===== config.mk =====
export PLATFORM = sky130hd
export DESIGN_NAME = tick_wdog_timer
export DESIGN_NICKNAME = d
export VERILOG_FILES = /design/src/design/tick_wdog_pkg.sv /design/src/design/tick_wdog_timer.sv
export SDC_FILE = /design/constraint.sdc
export NUM_CORES = 1
export LEC_CHECK = 0
export BUFFER_PORTS_ARGS = -buffer_cell sky130_fd_sc_hd__buf_4
export CORE_MARGIN = 5
export CORE_UTILIZATION = 36
export DETAILED_ROUTE_END_ITERATION = 7
export PLACE_DENSITY = 0.65
export SETUP_SLACK_MARGIN = 0.5
export SYNTH_ARGS = -nofsm -noshare
export SYNTH_HDL_FRONTEND = slang
export SYNTH_SLANG_ARGS = --single-unit

===== constraint.sdc =====
create_clock -name ref_clk -period 2.95 [get_ports ref_clk]
set_clock_uncertainty 0.15 [all_clocks]
set_input_delay 0.59 -clock ref_clk [delete_from_list [all_inputs] [get_ports ref_clk]]
set_output_delay 0.59 -clock ref_clk [all_outputs]
set_load 0.05 [all_outputs]

===== src/design/tick_wdog_pkg.sv =====
package tick_wdog_pkg;
  // byte addresses on the register bus
  localparam logic [4:0] OFS_CONFIG = 5'h00;
  localparam logic [4:0] OFS_PRESCALE = 5'h04;
  localparam logic [4:0] OFS_RELOAD = 5'h08;
  localparam logic [4:0] OFS_CTRL = 5'h0C;
  localparam logic [4:0] OFS_WDCOUNT = 5'h10;
  localparam logic [4:0] OFS_KEY = 5'h14;
  // config bit positions
  localparam int CFG_LOCK_CFG = 0;
  localparam int CFG_LOCK_PRE = 1;
  localparam int CFG_LOCK_TMR = 2;
  localparam int CFG_LOCK_WDC = 3;
  localparam int CFG_CLK_SEL = 4;
  localparam int CFG_KEY_EN = 5;
  localparam logic [5:0] CFG_RST = 6'h00;
  // control/status bit positions
  localparam int CSR_RESTART = 0;
  localparam int CSR_FLAG = 1;
  localparam int CSR_IRQ_EN = 2;
  // reset values and constants
  localparam logic [2:0] DIV_RST = 3'h0;
  localparam logic [15:0] RELOAD_RST = 16'hFFFF;
  localparam logic [7:0] WDCOUNT_RST = 8'h0F;
  localparam logic [7:0] SERVICE_KEY = 8'h5C;
  localparam logic [4:0] PRE_MAX_MASK = 5'h1F;
  localparam logic [15:0] TMR_ONE = 16'h0001;
  localparam logic [7:0] WD_ONE = 8'h01;
endpackage


===== src/design/tick_wdog_timer.sv =====
// Added by the designer: the placing of the registers and the Avalon-MM slave port.
`timescale 1ns/10ps
module tick_wdog_timer (
  // clock and reset
  input wire logic ref_clk,
  input wire logic arst_n,
  // slow clock, sampled as a level
  input wire logic low_speed_clock,
  // avalon-mm slave
  input wire logic [4:0] address,
  input wire logic read,
  input wire logic write,
  input wire logic [31:0] writedata,
  input wire logic [3:0] byteenable,
  output logic [31:0] readdata,
  output logic waitrequest,
  // events
  output logic tick_irq,
  output logic tick_underflow_pulse,
  output logic wdog_reset_req
);
  logic slow_q_ff, waitreq_ff, tick_irq_ff, under_ff, wd_err_ff;
  logic wd_started_ff, serviced_ff, restart_ff, flag_ff, irq_en_ff;
  logic [31:0] rdata_ff;
  logic [5:0] cfg_ff;
  logic [2:0] div_ff;
  logic [4:0] pre_cnt_ff;
  logic [15:0] reload_ff, tmr_cnt_ff;
  logic [7:0] wd_reload_ff, wd_cnt_ff;
  logic slow_edge, tick_en, zero_evt, wd_edge, acc_wr, cap_rd;
  logic wr_cfg, wr_pre, wr_rel_lo, wr_rel_hi, wr_ctrl, wr_wdc, wr_key;
  logic key_ok, key_bad, key_double, wd_zero, rd_ctrl;
  logic [4:0] mask;
  logic [7:0] wbyte;

  assign readdata = rdata_ff;
  assign waitrequest = waitreq_ff;
  assign tick_irq = tick_irq_ff;
  assign tick_underflow_pulse = under_ff;
  assign wdog_reset_req = wd_err_ff;

  // bus strobes: capture on first cycle, commit when waitrequest low
  assign acc_wr = write && !waitreq_ff;
  assign cap_rd = read && waitreq_ff;
  assign wbyte = writedata[7:0];
  assign wr_cfg = acc_wr && byteenable[0] && address == tick_wdog_pkg::OFS_CONFIG
                  && !cfg_ff[tick_wdog_pkg::CFG_LOCK_CFG];
  assign wr_pre = acc_wr && byteenable[0] && address == tick_wdog_pkg::OFS_PRESCALE
                  && !cfg_ff[tick_wdog_pkg::CFG_LOCK_PRE];
  assign wr_rel_lo = acc_wr && byteenable[0] && address == tick_wdog_pkg::OFS_RELOAD
                     && !cfg_ff[tick_wdog_pkg::CFG_LOCK_TMR];
  assign wr_rel_hi = acc_wr && byteenable[1] && address == tick_wdog_pkg::OFS_RELOAD
                     && !cfg_ff[tick_wdog_pkg::CFG_LOCK_TMR];
  assign wr_ctrl = acc_wr && byteenable[0] && address == tick_wdog_pkg::OFS_CTRL
                   && !cfg_ff[tick_wdog_pkg::CFG_LOCK_TMR];
  assign wr_wdc = acc_wr && byteenable[0] && address == tick_wdog_pkg::OFS_WDCOUNT
                  && !cfg_ff[tick_wdog_pkg::CFG_LOCK_WDC];
  assign wr_key = acc_wr && byteenable[0] && address == tick_wdog_pkg::OFS_KEY;
  assign rd_ctrl = cap_rd && address == tick_wdog_pkg::OFS_CTRL
                   && !cfg_ff[tick_wdog_pkg::CFG_LOCK_TMR];

  // key writes count only when enabled
  assign key_ok = wr_key && cfg_ff[tick_wdog_pkg::CFG_KEY_EN]
                  && wbyte == tick_wdog_pkg::SERVICE_KEY;
  assign key_bad = wr_key && cfg_ff[tick_wdog_pkg::CFG_KEY_EN]
                   && wbyte != tick_wdog_pkg::SERVICE_KEY;
  // second key write in one wdog clock
  assign key_double = wr_key && cfg_ff[tick_wdog_pkg::CFG_KEY_EN] && serviced_ff;

  // divisor as low-bit mask, reserved codes act as 32
  always_comb begin
    case (div_ff)
      3'h0: mask = 5'h00;
      3'h1: mask = 5'h01;
      3'h2: mask = 5'h03;
      3'h3: mask = 5'h07;
      3'h4: mask = 5'h0F;
      default: mask = tick_wdog_pkg::PRE_MAX_MASK;
    endcase
  end

  assign slow_edge = low_speed_clock && !slow_q_ff;
  assign tick_en = slow_edge && ((pre_cnt_ff & mask) == mask);
  assign zero_evt = tick_en && !restart_ff && tmr_cnt_ff == tick_wdog_pkg::TMR_ONE;
  assign wd_edge = cfg_ff[tick_wdog_pkg::CFG_CLK_SEL] ? tick_en : zero_evt;
  assign wd_zero = wd_edge && wd_started_ff && !wr_wdc && !key_ok
                   && wd_cnt_ff <= tick_wdog_pkg::WD_ONE;

  always_ff @(posedge ref_clk or negedge arst_n) begin
    if (!arst_n) begin
      slow_q_ff <= 1'b0;
      pre_cnt_ff <= 5'h00;
    end else begin
      slow_q_ff <= low_speed_clock;
      if (slow_edge) begin
        pre_cnt_ff <= pre_cnt_ff + 5'h01;
      end
    end
  end

  // bus handshake: one wait cycle per access
  always_ff @(posedge ref_clk or negedge arst_n) begin
    if (!arst_n) begin
      waitreq_ff <= 1'b1;
      rdata_ff <= 32'h0000_0000;
    end else begin
      waitreq_ff <= !((read || write) && waitreq_ff);
      if (cap_rd) begin
        rdata_ff <= 32'h0000_0000;
        case (address)
          tick_wdog_pkg::OFS_CONFIG:
            if (!cfg_ff[tick_wdog_pkg::CFG_LOCK_CFG]) rdata_ff[5:0] <= cfg_ff;
          tick_wdog_pkg::OFS_PRESCALE:
            if (!cfg_ff[tick_wdog_pkg::CFG_LOCK_PRE]) rdata_ff[2:0] <= div_ff;
          tick_wdog_pkg::OFS_RELOAD:
            if (!cfg_ff[tick_wdog_pkg::CFG_LOCK_TMR]) rdata_ff[15:0] <= reload_ff;
          tick_wdog_pkg::OFS_CTRL:
            if (!cfg_ff[tick_wdog_pkg::CFG_LOCK_TMR]) begin
              rdata_ff[2:0] <= {irq_en_ff, flag_ff, restart_ff};
            end
          default: rdata_ff <= 32'h0000_0000;
        endcase
      end
    end
  end

  always_ff @(posedge ref_clk or negedge arst_n) begin
    if (!arst_n) begin
      cfg_ff <= tick_wdog_pkg::CFG_RST;
    end else if (wr_cfg) begin
      cfg_ff <= cfg_ff | wbyte[5:0];
    end
  end

  always_ff @(posedge ref_clk or negedge arst_n) begin
    if (!arst_n) begin
      div_ff <= tick_wdog_pkg::DIV_RST;
      reload_ff <= tick_wdog_pkg::RELOAD_RST;
    end else begin
      if (wr_pre) div_ff <= wbyte[2:0];
      if (wr_rel_lo) reload_ff[7:0] <= writedata[7:0];
      if (wr_rel_hi) reload_ff[15:8] <= writedata[15:8];
    end
  end

  always_ff @(posedge ref_clk or negedge arst_n) begin
    if (!arst_n) begin
      restart_ff <= 1'b0;
      irq_en_ff <= 1'b0;
      flag_ff <= 1'b0;
    end else begin
      if (wr_ctrl) irq_en_ff <= wbyte[tick_wdog_pkg::CSR_IRQ_EN];
      if (wr_ctrl && wbyte[tick_wdog_pkg::CSR_RESTART]) restart_ff <= 1'b1;
      else if (tick_en) restart_ff <= 1'b0;
      // flag set wins over read clear
      if (zero_evt) flag_ff <= 1'b1;
      else if (rd_ctrl) flag_ff <= 1'b0;
    end
  end

  // tick timer
  always_ff @(posedge ref_clk or negedge arst_n) begin
    if (!arst_n) begin
      tmr_cnt_ff <= tick_wdog_pkg::RELOAD_RST;
      under_ff <= 1'b0;
      tick_irq_ff <= 1'b0;
    end else begin
      tick_irq_ff <= zero_evt && irq_en_ff;
      if (tick_en) begin
        under_ff <= zero_evt;
        if (restart_ff || tmr_cnt_ff == 16'h0000) tmr_cnt_ff <= reload_ff;
        else tmr_cnt_ff <= tmr_cnt_ff - 16'h0001;
      end
    end
  end

  // watchdog counter
  always_ff @(posedge ref_clk or negedge arst_n) begin
    if (!arst_n) begin
      wd_reload_ff <= tick_wdog_pkg::WDCOUNT_RST;
      wd_cnt_ff <= tick_wdog_pkg::WDCOUNT_RST;
      wd_started_ff <= 1'b0;
    end else begin
      if (wr_wdc) begin
        wd_reload_ff <= wbyte;
        wd_cnt_ff <= wbyte;
        wd_started_ff <= 1'b1;
      end else if (key_ok) begin
        wd_cnt_ff <= wd_reload_ff;
        wd_started_ff <= 1'b1;
      end else if (wd_edge && wd_started_ff && wd_cnt_ff != 8'h00) begin
        wd_cnt_ff <= wd_cnt_ff - 8'h01;
      end
    end
  end

  // service marker per wdog clock, set wins
  always_ff @(posedge ref_clk or negedge arst_n) begin
    if (!arst_n) begin
      serviced_ff <= 1'b0;
    end else if (wr_key && cfg_ff[tick_wdog_pkg::CFG_KEY_EN]) begin
      serviced_ff <= 1'b1;
    end else if (wd_edge) begin
      serviced_ff <= 1'b0;
    end
  end

  always_ff @(posedge ref_clk or negedge arst_n) begin
    if (!arst_n) begin
      wd_err_ff <= 1'b0;
    end else if (wd_zero || key_bad || key_double) begin
      wd_err_ff <= 1'b1;
    end
  end

  AST_DIV_ONE: assert property (@(posedge ref_clk) disable iff (!arst_n)
    (div_ff == 3'h0 && slow_edge) |-> tick_en)
    else $error("divide-by-one missed a tick");
  AST_DIV_32: assert property (@(posedge ref_clk) disable iff (!arst_n)
    (div_ff == 3'h5 && tick_en) |-> pre_cnt_ff == 5'h1F)
    else $error("divide-by-32 ticked early");
  AST_RELOAD: assert property (@(posedge ref_clk) disable iff (!arst_n)
    (tick_en && !restart_ff && tmr_cnt_ff == 16'h0000) |=> tmr_cnt_ff == $past(reload_ff))
    else $error("timer did not reload at underflow");
  AST_RESTART: assert property (@(posedge ref_clk) disable iff (!arst_n)
    (tick_en && restart_ff && !wr_ctrl) |=> !restart_ff && tmr_cnt_ff == $past(reload_ff))
    else $error("restart not applied on tick");
  AST_FLAG_SET: assert property (@(posedge ref_clk) disable iff (!arst_n)
    zero_evt |=> flag_ff ##1 under_ff)
    else $error("zero event lost flag or pulse");
  AST_IRQ: assert property (@(posedge ref_clk) disable iff (!arst_n)
    tick_irq_ff |-> $past(zero_evt) && $past(irq_en_ff))
    else $error("tick interrupt without enabled zero");
  AST_KEY_RELOAD: assert property (@(posedge ref_clk) disable iff (!arst_n)
    (key_ok && !wr_wdc) |=> wd_cnt_ff == $past(wd_reload_ff) && wd_started_ff)
    else $error("key write did not reload watchdog");
  AST_KEY_BAD: assert property (@(posedge ref_clk) disable iff (!arst_n)
    key_bad |=> wd_err_ff)
    else $error("bad key did not raise error");
  AST_KEY_TWICE: assert property (@(posedge ref_clk) disable iff (!arst_n)
    (wr_key && cfg_ff[5] && serviced_ff) |=> wd_err_ff)
    else $error("double service not flagged");
  AST_KEY_OFF: assert property (@(posedge ref_clk) disable iff (!arst_n)
    (wr_key && !cfg_ff[5] && !wd_zero && !wd_err_ff) |=> !wd_err_ff)
    else $error("ignored key write caused error");
  AST_WD_ZERO: assert property (@(posedge ref_clk) disable iff (!arst_n)
    wd_zero |=> wd_err_ff [*3])
    else $error("watchdog expiry not held as error");
  AST_STICKY: assert property (@(posedge ref_clk) disable iff (!arst_n)
    ((cfg_ff & $past(cfg_ff)) == $past(cfg_ff)))
    else $error("config bit cleared");
  AST_PULSE_WIDTH: assert property (@(posedge ref_clk) disable iff (!arst_n)
    (under_ff && !tick_en) |=> under_ff)
    else $error("underflow pulse shorter than a tick");
  AST_PULSE_END: assert property (@(posedge ref_clk) disable iff (!arst_n)
    (under_ff && tick_en && !zero_evt) |=> !under_ff)
    else $error("underflow pulse longer than a tick");
  AST_RESTART_HOLD: assert property (@(posedge ref_clk) disable iff (!arst_n)
    (restart_ff && !tick_en) |=> restart_ff)
    else $error("restart dropped before a tick");
  AST_FLAG_CLEAR: assert property (@(posedge ref_clk) disable iff (!arst_n)
    (rd_ctrl && !zero_evt) |=> !flag_ff)
    else $error("status read did not clear flag");
  AST_IRQ_OFF: assert property (@(posedge ref_clk) disable iff (!arst_n)
    !irq_en_ff |=> !tick_irq_ff)
    else $error("tick interrupt while disabled");
  AST_WDC_WRITE: assert property (@(posedge ref_clk) disable iff (!arst_n)
    wr_wdc |=> wd_cnt_ff == $past(wbyte) && wd_started_ff)
    else $error("count write did not start watchdog");
  AST_WD_STOPPED: assert property (@(posedge ref_clk) disable iff (!arst_n)
    (!wd_started_ff && !wd_err_ff && !key_bad && !key_double) |=> !wd_err_ff)
    else $error("stopped watchdog raised error");
  AST_TMR_DEC: assert property (@(posedge ref_clk) disable iff (!arst_n)
    (tick_en && !restart_ff && tmr_cnt_ff != 16'h0000)
    |=> tmr_cnt_ff == $past(tmr_cnt_ff) - 16'h0001)
    else $error("timer did not step down on tick");
  AST_WD_DEC: assert property (@(posedge ref_clk) disable iff (!arst_n)
    (wd_edge && wd_started_ff && !wr_wdc && !key_ok && wd_cnt_ff > tick_wdog_pkg::WD_ONE)
    |=> wd_cnt_ff == $past(wd_cnt_ff) - 8'h01)
    else $error("watchdog did not step down on its clock");

  COV_UNDERFLOW_IRQ: cover property (@(posedge ref_clk) disable iff (!arst_n)
    zero_evt && irq_en_ff ##1 tick_irq_ff);
  COV_KEY_SERVICE: cover property (@(posedge ref_clk) disable iff (!arst_n)
    key_ok && wd_started_ff);
  COV_WD_EXPIRE: cover property (@(posedge ref_clk) disable iff (!arst_n)
    $rose(wd_err_ff) && $past(wd_zero));
  COV_LOCKED_WRITE: cover property (@(posedge ref_clk) disable iff (!arst_n)
    acc_wr && address == tick_wdog_pkg::OFS_CONFIG && cfg_ff[0]);
  COV_WD_UNDERFLOW_CLK: cover property (@(posedge ref_clk) disable iff (!arst_n)
    wd_edge && wd_started_ff && !cfg_ff[tick_wdog_pkg::CFG_CLK_SEL]);
endmodule


## Yosys cells after proc, flatten, opt, wreduce, memory -nomap -nowiden

Index checks and enable logic that the tools add are counted.

- Flip-flop bits (word level): 88
- Input bits: 46

- Add/sub/neg operators: 3
- Order comparisons: 1
- Equal/unequal tests: 13
- Muxes and demuxes: 21
- Bitwise logic cells: 2
- Reduce and logical (&&, ||, !) cells: 58

Operators by type and width:

| cell | count |
|---|---|
| $logic_and 1x1->1 | 35 |
| $mux 16 | 2 |
| $pmux 5 s5 | 1 |
| $mux 8 | 3 |
| $eq 16x1->1 const B | 1 |
| $logic_not 16->1 | 1 |
| $sub 16x1->16 const B | 1 |
| $pmux 3 s4 | 1 |
| $eq 5x4->1 const B | 2 |
| $eq 5x5->1 const B | 2 |
| $logic_not 1->1 | 10 |
| $mux 10 | 1 |
| $mux 1 | 9 |
| $eq 8x7->1 const B | 1 |
| $le 8x1->1 const B | 1 |
| $ne 8x7->1 const B | 1 |
| $reduce_bool 2->1 | 4 |
| $reduce_bool 8->1 | 1 |
| $sub 8x1->8 const B | 1 |
| $eq 3x2->1 const B | 2 |
| $mux 3 | 2 |
| $mux 6 | 1 |
| $or 6x6->6 | 1 |
| $pmux 3 s2 | 1 |
| other kinds (10) | 13 |

## Logic depth before layout (Yosys ltp)

Gate-level depths: netlist (run 1).

- Depth in word-level cells: 14
- Gate-level depth with buffers: 9
- Mapped depth without buffers: 7

## Worst setup path before layout (run 1)

OpenSTA, ideal clock, no wires.

- Kind: input -> register
- Start: input port address[4]
- End: register reload_ff[10]
- Setup time: 82 ps
- Arrival time: 2176 ps
- Required time: 2718 ps
- Setup slack: 542 ps
- Stages on the path: 6
- Buffers on the path: 1
- Cell sequence: or3_4 -> or3b_4 -> nor2_4 -> and4b_1 -> buf_6 -> mux2_2

- Cells in the longest elaborated chain, start to end: 3

RTL lines:

| what | line | text |
|---|---|---|
| start, declared | tick_wdog_timer.sv:10 | `input wire logic [4:0] address,` |
| $eq 5x4->1 | tick_wdog_timer.sv:52 | `assign wr_rel_hi = acc_wr && byteenable[1] && address == tick_wdog_pkg::OFS_RELOAD` |
| $logic_and 1x1->1 | tick_wdog_timer.sv:52 |  |
| $logic_and 1x1->1 | tick_wdog_timer.sv:53 | `&& !cfg_ff[tick_wdog_pkg::CFG_LOCK_TMR];` |
| end signal, assigned | tick_wdog_timer.sv:138 | `reload_ff <= tick_wdog_pkg::RELOAD_RST;` |
| end signal, assigned | tick_wdog_timer.sv:142 | `if (wr_rel_hi) reload_ff[15:8] <= writedata[15:8];` |
| end, declared | tick_wdog_timer.sv:28 | `logic [15:0] reload_ff, tmr_cnt_ff;` |

No other way between the ends.
A chain may end at the register's enable or synchronous reset.

## Worst setup path in the final report (run 1)

- Start: register wd_cnt_ff[0]
- End: register wd_cnt_ff[6]

- Cells in the longest elaborated chain, start to end: 4

RTL lines:

| what | line | text |
|---|---|---|
| start, declared | tick_wdog_timer.sv:29 | `logic [7:0] wd_reload_ff, wd_cnt_ff;` |
| start signal, assigned | tick_wdog_timer.sv:181 | `wd_cnt_ff <= tick_wdog_pkg::WDCOUNT_RST;` |
| start signal, assigned | tick_wdog_timer.sv:186 | `wd_cnt_ff <= wbyte;` |
| start signal, assigned | tick_wdog_timer.sv:189 | `wd_cnt_ff <= wd_reload_ff;` |
| $sub 8x1->8 | tick_wdog_timer.sv:192 | `wd_cnt_ff <= wd_cnt_ff - 8'h01;` |
| $mux 8 | tick_wdog_timer.sv:191 | `end else if (wd_edge && wd_started_ff && wd_cnt_ff != 8'h00) begin` |
| $mux 8 | tick_wdog_timer.sv:188 | `end else if (key_ok) begin` |
| $mux 8 | tick_wdog_timer.sv:184 | `if (wr_wdc) begin` |

Several ways; a longest one is shown, not always the timed one. The select of a mux whose other input is x is not followed.

==> results of run 1 <==
==> worst max-delay path: stages (launching register included) <==
cell and delay [ns]:
sky130_fd_sc_hd__dfstp_2 0.40, sky130_fd_sc_hd__inv_1 0.06, sky130_fd_sc_hd__ha_1 0.19, sky130_fd_sc_hd__or3b_2 0.52
sky130_fd_sc_hd__o31a_1 0.35, sky130_fd_sc_hd__a21o_4 0.28, sky130_fd_sc_hd__mux2_4 0.31
==> cells by family (layout without fill, tap and decap cells) <==
kind of cell / after synthesis / count (layout) / share of synthesized area [%]
AOI/OAI and AO/OA: 118 / 118 / 16.8
xor gates and xnor gates: 6 / 6 / 1.13
adders and majority gates: 6 / 6 / 1.62
buffers and inverters: 48 / 90 / 5.78
DFF: 88 / 88 / 48.6
muxes: 29 / 29 / 7.56
other: 1 / 16 / 0.0809
and+or+nand+nor: 168 / 168 / 18.4
==> worst max path at each step <==
stage | from | end | slack, ns | cells past startpoint
finish | wd_cnt_ff[0] | wd_cnt_ff[6] | 0.56 | 6
global route | tmr_cnt_ff[2] | tmr_cnt_ff[13] | 0.50 | 5
CTS | address[4] | reload_ff[14] | 0.52 | 6
detailed placement | address[4] | reload_ff[14] | 0.15 | 6
global placement | address[4] | reload_ff[12] | 0.17 | 6
floorplan | address[4] | reload_ff[10] | 0.54 | 6
==> flip-flops by register name (all words and copies together) (netlist names) <==
name                  flops
cfg_ff                    6
div_ff                    3
flag_ff                   1
irq_en_ff                 1
pre_cnt_ff                5
readdata                 16
reload_ff                16
restart_ff                1
serviced_ff               1
slow_q_ff                 1
tick_irq                  1
tick_underflow_pulse      1
tmr_cnt_ff               16
waitrequest               1
wd_cnt_ff                 8
wd_reload_ff              8
wd_started_ff             1
wdog_reset_req            1
==> power breakdown <==
group | leakage, nW | total (W) | internal [W] | switching, W
sequential | 1.06 | 0.00178 | 0.00152 | 0.000261
clock | 0.133 | 0.00107 | 0.000574 | 0.000492
combinational | 1.21 | 0.000975 | 0.000448 | 0.000527
total | 2.41 | 0.00382 | 0.00254 | 0.00128
==> through the flow <==
stage          total power, W  utilization (%)  setup slack [ns]  std cells  area [µm²]
2_1_floorplan         0.00245                -             0.542        479        4690
3_3_place_gp          0.00271             40.9             0.168        677        5160
3_5_place_dp          0.00275             40.9             0.150        677        5160
4_1_cts               0.00385             43.2             0.521        693        5450
5_1_grt               0.00406             43.2             0.498        693        5450
6_report              0.00382             43.2             0.563        693        5450
==> cells in the final DEF, fill, tap and decap left out, types with 10 or more instances in the layout <==
master / instances
sky130_fd_sc_hd__buf_4: 65
sky130_fd_sc_hd__a21oi_1: 17
sky130_fd_sc_hd__nand2_1: 72
sky130_fd_sc_hd__nor3_1: 11
sky130_fd_sc_hd__dfrtp_1: 47
sky130_fd_sc_hd__dfstp_2: 41
sky130_fd_sc_hd__nor2_1: 25
sky130_fd_sc_hd__o21ai_0: 40
sky130_fd_sc_hd__conb_1: 16
sky130_fd_sc_hd__a21o_1: 10
sky130_fd_sc_hd__mux2_2: 19
==> layout make-up <==
cell class,instances,area [µm²],area share [%]
tap,172,215,3.95
clock inverter,6,43.8,0.803
timing repair buffer,65,488,8.95
inverter,9,33.8,0.620
sequential,88,2250,41.3
clock buffer,10,229,4.20
multi-input combinational,343,2190,40.2
==> routing by layer <==
layer / GRT usage [%] / part of all wire, % / vias to the layer above
met5: 0 / 0 / -
met1: 20.6 / 47 / 1776
met4: 4.64 / 1.5 / 0
met2: 22.7 / 46 / 100
li1: - / - / 1742
met3: 4.57 / 6.2 / 12
==> repair_timing <==
item                       in CTS  in global routing
resized for setup               4                  4
setup endpoints to repair       7                 15
pin swaps                       0                  1
cloned                          0                  0
buffers inserted                0                  0
==> results.md, run 1 <==
- Counting flops with an async set or reset pin after synthesis yields a share of 100%.
- The register bit count reported by yosys is 88.
- The final layout net count is 568.
- The max-capacitance violation count is 0.
- By area the synthesized netlist is led by sky130_fd_sc_hd__dfrtp_1 25%, sky130_fd_sc_hd__dfstp_2 23%, sky130_fd_sc_hd__nand2_1 5.8%, sky130_fd_sc_hd__mux2_2 4.6%, sky130_fd_sc_hd__o21ai_0 4.3%.
- The residual antenna-violating net count after detailed routing is 0.
- The endpoint of the worst register-to-register path is wd_cnt_ff[6].
- The number of clock sinks seen by CTS is about 90.
- The power density of the placed cells is 701 mW/mm².
- In this run the standard cell core region covers 0.0126 mm².
- In the routed design, unresolved DRC markers number 0.
- The number of antenna violations at the first check in global routing is 0.
- 82 I/O pins were placed.
- The final hold violation count is 0.
- The number of global-route vias before repair was 3575.
- The placement row count is 41.
- The number of endpoints failing setup at the final stage is 0.
- The share of synthesized area in the top cell type comes to around a quarter.
- The CTS tree is built.
- The ratio of cells with drive above 1 in the final layout is 31.1%.
- Entering global routing, the biggest net connects 48 pins.
- The worst register-to-register path has a depth of 6.
- The cell accounting for the most synthesized area is sky130_fd_sc_hd__dfrtp_1.
- The number of instances in the synthesized netlist is 464.
- The launching point of the worst reg2reg path is wd_cnt_ff[0].
- Across every metal layer, demand over resource in global routing totals roughly 15%.
- The maximum count of clock buffers along a single path is 2.
- STA classifies the critical path startpoint as a flop.
- The H-tree was split into 3 levels.
- Summed over all layers, the routed wires come to between 10000 and 15000 µm.
- The fill cell total of the finished layout is 1235.
- For flop-to-flop paths, the worst setup slack is 0.56 ns.
- The final number of max-transition violations is 0.
- Yosys printed 0 warnings.
- The clock network latency to the later pin of the worst-skew pair is 0.34 ns.
- The repair_antennas step left the layout with diodes totalling 0.
- From bottom edge to top edge, the die measures 123 µm.
- The number of detailed-routing iterations run before antenna repair is 4.
- The data required time at the worst endpoint is 3.02 ns.
- The width of the die is 123 µm.
- In this run the tightest slew margin relative to its limit is 41.6%.
- The sum of negative setup slack is 0 ns.
- Clock-pin slew was measured on the worst setup and hold paths at roughly 0.070 ns.
- The achievable clock frequency is roughly 420 MHz.
- By count the netlist is led by 72 x sky130_fd_sc_hd__nand2_1, 47 x sky130_fd_sc_hd__dfrtp_1, 41 x sky130_fd_sc_hd__dfstp_2.
- The endpoint kind of the worst setup timing path is a flop.
- The cell sitting at the root of the clock tree is a sky130_fd_sc_hd__clkbuf_16.
- The worst path arrival time is 2.46 ns.
- Dividing the synthesized area by the synthesized cell count gives about 10 µm².
- In this run the tool buffered the top-level ports with 47 buffer cells.
- For this design, the CTS-stage hold fixing added 0 buffers.
- The slew of the pin with the lowest slew margin is 0.874 ns.
- The worst-case hold slack is 0.116 ns.
- For this run the aggregate overflow at the end of global routing stands at 0.
- In this run the cell area of the synthesized design comes to 0.00463 mm².
- Setup repair after global routing could not meet its margin everywhere.
- Summed over all cells, the static leakage comes to 2.41 nW.
- The relative area change from synthesis to final layout is 17.7%.
- IR analysis of the VDD net gives a maximum drop of 0.343 mV.
- The top fanout value on the critical path is 7.
- The routed length per instance is between 15 and 20 µm.
- The weighted congestion at the end of routability-driven global placement is about 0.85.
- The clock period could shrink to 2.39 ns.
- For this configuration, the core starts out at a cell density of 36.7%.
- The most used flip-flop cell after synthesis is sky130_fd_sc_hd__dfrtp_1.
- In this run, CTS created clock tree buffers numbering 9.
- The path class of the tightest hold or removal check is in2async.
- The placed wire-length estimate after detailed placement is a little under 8000 µm.
- The run finished with clean final reports.
- Summing over every cut layer, the via total after detailed routing is 3630.
- The ratio of routed vias to standard cells is 5.24.
- In the post-synthesis netlist, the cell with the most instances is sky130_fd_sc_hd__nand2_1.
- Yosys mapped a number of flops with a built-in enable equal to 0.
- The number of DRC markers in iteration 0 is 256.
- Summing the sequential cell areas from Yosys gives about half of the chip area.
- The global-route wire length before repair is 17700 µm.
- By startpoint and endpoint, the worst setup path is classified as reg2reg.
- The count of cell types in the netlist is 67.
- The floorplan step defined a die boundary enclosing 0.0152 mm².
- The part of the cycle the worst path needs is around 80%.
Power figures use the tool's default switching activity.
==> run 2, diff against run 1 <==
--- a/config.mk
+++ b/config.mk
@@ -5,11 +5,12 @@
 export SDC_FILE = /design/constraint.sdc
 export NUM_CORES = 1
 export LEC_CHECK = 0
+export ABC_AREA = 1
 export BUFFER_PORTS_ARGS = -buffer_cell sky130_fd_sc_hd__buf_4
 export CORE_MARGIN = 5
 export CORE_UTILIZATION = 36
 export DETAILED_ROUTE_END_ITERATION = 7
-export PLACE_DENSITY = 0.65
+export PLACE_DENSITY = 0.67
 export SETUP_SLACK_MARGIN = 0.5
 export SYNTH_ARGS = -nofsm -noshare
 export SYNTH_HDL_FRONTEND = slang
==> constraint.sdc (replaced) <==
create_clock -name ref_clk -period 1.99 [get_ports ref_clk]
set_clock_uncertainty 0.15 [all_clocks]
set_input_delay 0.398 -clock ref_clk [delete_from_list [all_inputs] [get_ports ref_clk]]
set_output_delay 0.398 -clock ref_clk [all_outputs]
set_load 0.05 [all_outputs]
==> run 2 against run 1 <==
Against the previous run:
- fmax rose by 34%
- clock power rose by 61%
- register-to-register slack got worse by 0.35 ns
- utilization is 8.8 points higher
- via count is 25% higher
- combinational power increased by 94%
- cell count rose by 26%
- worst hold slack got worse by 0.10 ns
- design area rose by 27%
- routed wire length grew 28%
- sequential cell count is the same
==> results.md, run 2 <==
- The part of the cycle the worst path needs is 89.3%.
- The post-route netlist has between 40% and 50% of its cells at a drive strength greater than 1.
- The CTS buffer count is 9.
- The count of buffers added on input and output ports is 47.
- The most frequent cell after synthesis is sky130_fd_sc_hd__nand2_1.
- Entering global routing, the biggest net connects 42 pins.
- The part of the Yosys area used for sequential elements is 45.8%.
- Of all nets on the critical path, the largest fanout is 7.
- The commonest cells after synthesis are 169 x sky130_fd_sc_hd__nand2_1, 60 x sky130_fd_sc_hd__inv_1, 50 x sky130_fd_sc_hd__nand3_1.
- The most used flip-flop cell after synthesis is sky130_fd_sc_hd__dfrtp_1.
- STA puts the critical path data required time at 2.12 ns.
- Before CTS, the worst setup slack after placement is 0.133 ns.
- The clock passes through at most 2 buffers.
- The register bit count reported by yosys is 88.
- Power spread over the standard cell area amounts to 858 mW/mm².
- The max-capacitance violation count is 0.
- Summing the areas of all compound-gate instances in the mapped netlist gives 10.5% of the synthesized area.
- The worst path in the final design needs a cycle of 1.78 ns, including I/O delays and setup.
- Summing the areas of all and, or, nand and nor instances in the mapped netlist gives 29.1% of the synthesized area.
- The overall power after layout is 0.00594 W.
- The count of nets left with antenna violations once routing finished came out at 0.
- For the worst flop-to-flop path, the logic depth is 10.
- STA classifies the critical path startpoint as a flop.
- The routed length per instance is 16.1 µm.
- The total standard cell area after synthesis is around 0.005 mm².
- The flow ran to the end, and the final reports show no timing, DRC or antenna violations.
- STA classifies the critical path endpoint as a flop.
- In this run the static leakage power is 3.43 nW.
- The critical path is of the reg2reg type.
- 0 antenna diodes ended up in the layout.
- The fraction of synthesized area in multiplexers is 0.687%.
- Dividing the detail-routed via count by the number of cells gives roughly 5.2.
- Leaving out fill and tap cells, the most frequent cells in the layout are 139 x sky130_fd_sc_hd__nand2_1, 76 x sky130_fd_sc_hd__buf_4, 51 x sky130_fd_sc_hd__inv_1.
- Yosys printed 0 warnings.
- The sum of negative setup slack is 0 ns.
- The placed wire-length estimate after detailed placement is 8670 µm.
- The main combinational cell family by area after synthesis is simple AND/OR/NAND/NOR gates.
- From synthesis to final layout, the design area changed by 40.7%.
- For this block, the via count after detailed routing is 4529.
- The total overflow left after global routing is 0.
- The maximum vdd ir drop is 0.521 mV.
- 82 I/O pins were placed.
- The number of enable flip-flop cells after synthesis is 0.
- The number of H-tree levels is 3.
- After the last flow step, the layout net total stands at between 700 and 800.
- Summing the areas of all fa, ha and maj instances in the mapped netlist gives ~1.5% of the synthesized area.
- Setup repair after global routing could not meet its margin everywhere.
- In the final layout, the multi-input gates occupy ~0.0028 mm².
- The cell accounting for the most synthesized area is sky130_fd_sc_hd__dfrtp_1.
- The async set-or-reset flop fraction in the synthesized netlist is 100%.
- The effective utilization at floorplan is 37.0%.
- The cell depth of the worst hold path is 1.
- After Yosys synthesis, XOR and XNOR cells account for about 2.3% of the synthesized area.
- The number of endpoints failing setup at the final stage is 0.
- TritonCTS built the clock tree.
- The global-route wire length before repair is 20900 µm.
- The DRC violations left is 0.
- The first detailed-routing pass ran for 5 iterations.
- From bottom edge to top edge, the die measures 127 µm.
- In this run the mean area of a mapped cell was 8.49 µm².
- The commonest non-fill, non-tap cell in the layout is sky130_fd_sc_hd__nand2_1.
- The achievable clock frequency is 563 MHz.
- The worst path arrival time is 1.90 ns.
- The total wire length after detailed routing is 14000 µm.
- The final hold violation count is 0.
- The initialized floorplan defines 42 standard-cell rows.
- The share of synthesized area in the top cell type comes to 23.9%.
- The combined flip-flop and latch cell area is 0.00226 mm².
- The number of clock sinks seen by CTS is 88.
- Global routing consumed, over all layers together, between 15 and 20% of the routing resources.
- The number of global-route vias before repair is 4252.
- The final number of max-transition violations was 0.
- Summing all non-filler instances in the final layout gives an area of 0.00692 mm².
- Once routing completed, OpenROAD measured the worst setup slack at 0.213 ns.
- The clock network latency to the later pin of the worst-skew pair is 0.34 ns.
- The standard cell area after detailed placement is 0.00554 mm².
- The root cell of the clock tree is sky130_fd_sc_hd__clkbuf_16.
- The cell count after synthesis came out at 579.
- The tightest min-delay check is of the in2reg type.
- The area enclosed by the die boundary is 0.0161 mm².
- After synthesis, the cell types taking the most area are sky130_fd_sc_hd__dfrtp_1 24%, sky130_fd_sc_hd__dfstp_2 22%, sky130_fd_sc_hd__nand2_1 13%, sky130_fd_sc_hd__nand3_1 5.1%, sky130_fd_sc_hd__inv_1 4.6%.
- After clock tree synthesis, the clock-pin slew on the worst setup and hold paths is 0.06 ns.
- The number of DRC markers in iteration 0 is 354.
- The number of antenna violations at the first check in global routing is 0.
- Fill cells in the final layout number 1123.
- The core area is roughly 0.013 mm².
- Synthesis instantiated 45 different standard cells from the library.
- The width of the die is 127 µm.
- The weighted congestion at the end of routability-driven global placement is ~0.9.
## run 2: changes by cell type after synthesis, sizes merged, moves of 11 or more
| cell | before | now |
|---|---|---|
| inv | 9 | 68 |
| mux2 | 27 | 3 |
| nand3 | 9 | 50 |
| nand4 | 3 | 14 |
| clkbuf | 13 | 1 |
| nor2 | 26 | 47 |
| nand2 | 72 | 179 |
## run 2: logic make-up after synthesis
family / count (synthesis)
simple gates: 297
buf+inv: 96
flops: 88
compound gates: 75
xor+xnor: 13
fa+ha+maj: 6
mux: 3
other cells: 1
## run 2: final timing paths
| path | startpoint | slack (ns) | endpoint |
|---|---|---|---|
| min reg2reg | reload_ff[5] | 0.32 | reload_ff[5] |
| min in group asynchronous | arst_n | 0.37 | tick_irq |
| max | tmr_cnt_ff[0] | 0.21 | tmr_cnt_ff[4] |
| min | low_speed_clock | 0.01 | slow_q_ff |
| max in group asynchronous | arst_n | 0.71 | reload_ff[10] |
| max reg2reg | tmr_cnt_ff[0] | 0.21 | tmr_cnt_ff[4] |
## run 2: area by class of cell
class / instances / share of cell area (%)
clock buffers: 14 / 3.81
clock inverters: 2 / 0.542
inverters: 68 / 4.65
multi-input cells: 414 / 40.0
flip-flops and latches: 88 / 32.7
well taps: 176 / 3.18
repair buffers: 105 / 14.4
repair inverters: 4 / 0.723
## run 2: power breakdown
part | leakage [nW] | total [W] | internal (W) | switching [W]
clock network | 0.143 | 0.00172 | 0.00104 | 0.000677
registers | 1.03 | 0.00233 | 0.00210 | 0.000227
logic | 2.25 | 0.00189 | 0.000788 | 0.00110
total | 3.43 | 0.00594 | 0.00393 | 0.00200
## run 2: what timing repair did
item                                   in CTS  in global routing
resized for setup                          66                108
hold buffers                                1                  0
cloned                                      9                  2
pin swaps                                  16                 35
endpoints found under the hold margin      14                  0
setup buffers                              17                 23
setup endpoints to repair                  73                 96
## run 2: layer usage
metal  vias up  GRT usage [%]  share of wire (%)
met1      2259           21.2                 43
met5         -              0                  0
met2       150           25.3                 50
met4         0           6.62                2.6
met3        33           3.32                4.4
li1       2087              -                  -
## run 2: worst max-delay path: stages (launching register included)
cell and delay (ns):
sky130_fd_sc_hd__dfstp_2 0.55, sky130_fd_sc_hd__inv_2 0.06, sky130_fd_sc_hd__ha_2 0.17, sky130_fd_sc_hd__nand2_1 0.06, sky130_fd_sc_hd__nor2_1 0.04, sky130_fd_sc_hd__nand2_2 0.11
sky130_fd_sc_hd__nand2_8 0.10, sky130_fd_sc_hd__buf_8 0.16, sky130_fd_sc_hd__a21oi_2 0.13, sky130_fd_sc_hd__o21ai_1 0.09, sky130_fd_sc_hd__o21ai_1 0.08
## run 2: metrics by stage
step	cells	hold slack, ns	util, %
floorplan	594	-0.0476	-
global placement	803	0.202	41.7
detailed placement	803	0.210	41.7
CTS	846	0.0128	47.7
global route	871	0.0119	52.1
finish	871	0.0148	52.1
==> run 3, diff against run 2 <==
--- a/config.mk
+++ b/config.mk
@@ -5,12 +5,13 @@
 export SDC_FILE = /design/constraint.sdc
 export NUM_CORES = 1
 export LEC_CHECK = 0
-export ABC_AREA = 1
 export BUFFER_PORTS_ARGS = -buffer_cell sky130_fd_sc_hd__buf_4
+export CELL_PAD_IN_SITES_DETAIL_PLACEMENT = 0
+export CELL_PAD_IN_SITES_GLOBAL_PLACEMENT = 1
 export CORE_MARGIN = 5
 export CORE_UTILIZATION = 36
 export DETAILED_ROUTE_END_ITERATION = 7
-export PLACE_DENSITY = 0.67
+export PLACE_DENSITY = 0.81
 export SETUP_SLACK_MARGIN = 0.5
 export SYNTH_ARGS = -nofsm -noshare
 export SYNTH_HDL_FRONTEND = slang
==> run 3 against run 2 <==
Against the previous run:
- the flow now finishes with violations (setup timing)
- setup slack got worse by 0.46 ns
- cell count is 7.5% lower
- clock power decreased by 7%
- fmax down 21%
- clock-buffer cell count down 3
- utilization increased by 5.7 points
- critical path type unchanged
==> results.md, run 3 (same netlist as run 1, synthesis figures left out) <==
- Leaving out fill and tap cells, the most frequent cells in the layout are 109 x sky130_fd_sc_hd__buf_4, 56 x sky130_fd_sc_hd__buf_6, 46 x sky130_fd_sc_hd__dfrtp_1.
- The max-capacitance violation count is 0.
- The initial utilization of the core area, before any placement, comes to ~37%.
- The I/O pin total is 82.
- The slew of the pin with the lowest slew margin is 0.538 ns.
- The overall power after layout is 0.00687 W.
- Of all nets on the critical path, the largest fanout is 7.
- The number of global-route vias before repair is 4429.
- The type of the most critical hold path is in2reg.
- The placement row count is 41.
- Setup violations remaining at the end of the flow were counted as 31.
- Dividing total power by cell area gives a power density of 942 mW/mm².
- In the routed layout, each cell is associated on average with a via count of ~5.2.
- The clock-pin slew of the registers on the worst-case setup and hold paths is 0.07 ns.
- At the end of routability-driven placement, the weighted congestion stood at around 0.89.
- The width of the die is approximately 120 µm.
- Setup repair after global routing could not meet its margin everywhere.
- The worst pin sits at a relative slew slack of 64.2%.
- For this design the static power due to leakage is 3.23 nW.
- After detailed routing, the total wire length is between 10000 and 15000 µm.
- The final hold violation count is 0.
- The number of buffers and inverters on the critical path is 1.
- Once detail routing completed, the nets flagged for antenna violations numbered 0.
- The DRC violations left is 0.
- At the worst endpoint, the arrival time is 2.33 ns.
- The detailed-route via count is 4191.
- After layout, the minimum clock period comes to 2.24 ns.
- The final layout net count is 681.
- The run finished, with violations left.
- For this block, the initial DRC count from the detailed router was 223.
- Entering global routing, the biggest net connects 41 pins.
- Compared with the post-synthesis result, the final layout area differs by 57.3%.
- The part of the cycle the worst path needs is 112%.
- In this run the tool buffered the top-level ports with 47 buffer cells.
- The CTS tree is built.
- The worst setup slack after layout is -0.246 ns.
- The die is about 120 µm tall.
- The routed length per instance is between 15 and 20 µm.
- The fill cell total of the finished layout is 1070.
- In this design, the largest share of critical-path delay is due to flip-flops.
- The final number of max-transition violations came to 0.
- The area enclosed by the die boundary is 0.0152 mm².
- The startpoint class of the critical path is a flop.
- The largest individual stage delay along the critical path comes from the cell sky130_fd_sc_hd__dfstp_2.
- Detailed placement finished with a half-perimeter wire length of 9360 µm.
- In this run the number of H-tree levels came out at 3.
- The signal on the critical path passes through ha_4, nor4b_4, and4_4, o2111a_1, a21o_1, buf_12, mux2_4.
- The standard cell area after detailed placement is ~0.0060 mm².
- In this run the clock root is driven by a sky130_fd_sc_hd__clkbuf_16.
- The checks that failed: setup timing.
- The number of antenna violations at the first check in global routing is 0.
- The core area is between 0.01 and 0.015 mm².
- Clock latency on the worst-skew pair, taken at its later pin, is 0.35 ns.
- In this run, CTS created clock tree buffers numbering 9.
- The finished cells cover 0.00729 mm².
- On the worst path, the slowest cell contributes a delay of 0.56 ns.
- The clock drives 88 sinks.
- The commonest non-fill, non-tap cell in the layout is sky130_fd_sc_hd__buf_4.
- The data required time at the worst endpoint is 2.08 ns.
- The achievable clock frequency is between 400 and 500 MHz.
- By startpoint and endpoint, the worst setup path is classified as reg2reg.
- The number of detailed-routing iterations run before antenna repair is 4.
- The aggregate global routing overflow is 0.
- Of the cells placed in the final design, the portion with a size suffix greater than 1 is 59.3%.
- Counting along the longest clock path gives a buffer depth of 2.
- The antenna cell count is 0.
- The worst setup path is captured at a flop.
- The maximum vdd ir drop is around 0.77 mV.
- Global routing consumed, over all layers together, 18.5% of the routing resources.
- The global-route wire length before repair is 21900 µm.
[run 3: cell types whose count changed in the layout (fill, tap and decap cells not counted), sizes merged, moves of 21 or more]
cell,delta
mux2,+24
nor2,-21
nand2,-110
nand3,-41
buf,+72
inv,-57
[run 3: stage by stage]
stage | hold slack [ns] | utilization [%] | setup slack, ns | TNS, ns | cells
floorplan | -0.0476 | - | -0.214 | -4.51 | 479
global placement | 0.269 | 47.3 | -0.380 | -12.40 | 753
detailed placement | 0.278 | 47.3 | -0.415 | -13.92 | 753
CTS | 0.00587 | 54.3 | -0.221 | -2.08 | 790
global route | 0.00869 | 57.8 | -0.317 | -6.09 | 806
finish | 0.0186 | 57.8 | -0.246 | -4.05 | 806
[run 3: power breakdown]
group,internal (W),leakage [nW],switching (W)
clock network,0.000876,0.128,0.000726
registers,0.00225,1.06,0.000300
logic,0.00135,2.04,0.00137
[run 3: worst paths after layout]
kind | startpoint | endpoint | slack, ns | cells after the start
max reg2reg | tmr_cnt_ff[0] | wd_cnt_ff[5] | -0.25 | 7
max | tmr_cnt_ff[0] | wd_cnt_ff[5] | -0.25 | 7
min in group asynchronous | arst_n | tick_underflow_pulse | 0.43 | 2
max in group asynchronous | arst_n | wd_cnt_ff[2] | 0.66 | 3
min reg2reg | wd_reload_ff[1] | wd_reload_ff[1] | 0.31 | 2
min | low_speed_clock | slow_q_ff | 0.02 | 1
[run 3: repair_timing]
action	4_1_cts	5_1_grt
cloned	2	1
buffers inserted	18	15
endpoints found under the hold margin	15	0
setup endpoints to repair	85	99
pin swaps	42	33
gates resized for setup	126	77
hold buffers	1	0
[run 3: layer usage]
| layer | vias to the layer above | share of wire, % | track usage (%) |
|---|---|---|---|
| met5 | - | 0 | 0 |
| met4 | 0 | 3.4 | 7.61 |
| met3 | 36 | 3.8 | 4.48 |
| met2 | 98 | 51 | 31.8 |
| met1 | 2082 | 42 | 22.0 |
| li1 | 1975 | - | - |
[run 3: cell type report]
type                            count  area (µm²)  area share [%]
Timing Repair Buffer              177        1670            23.0
Multi-Input combinational cell    344        2840            38.9
Tap cell                          172         215            2.95
Sequential cell                    88        2250            30.9
Clock buffer                       11         243            3.33
Clock inverter                      5        32.5           0.446
Inverter                            9        36.3           0.498
[run 3: worst register-to-register path: cells and delay by family (launching register included)]
| family | cells | cell delay (ns) |
|---|---|---|
| AO/OA/AOI/OAI | 2 | 0.38 |
| adder cells (fa/ha/maj) | 1 | 0.13 |
| buffers and inverters | 1 | 0.15 |
| flip-flops | 1 | 0.56 |
| multiplexers | 1 | 0.30 |
| AND/OR/NAND/NOR | 2 | 0.46 |
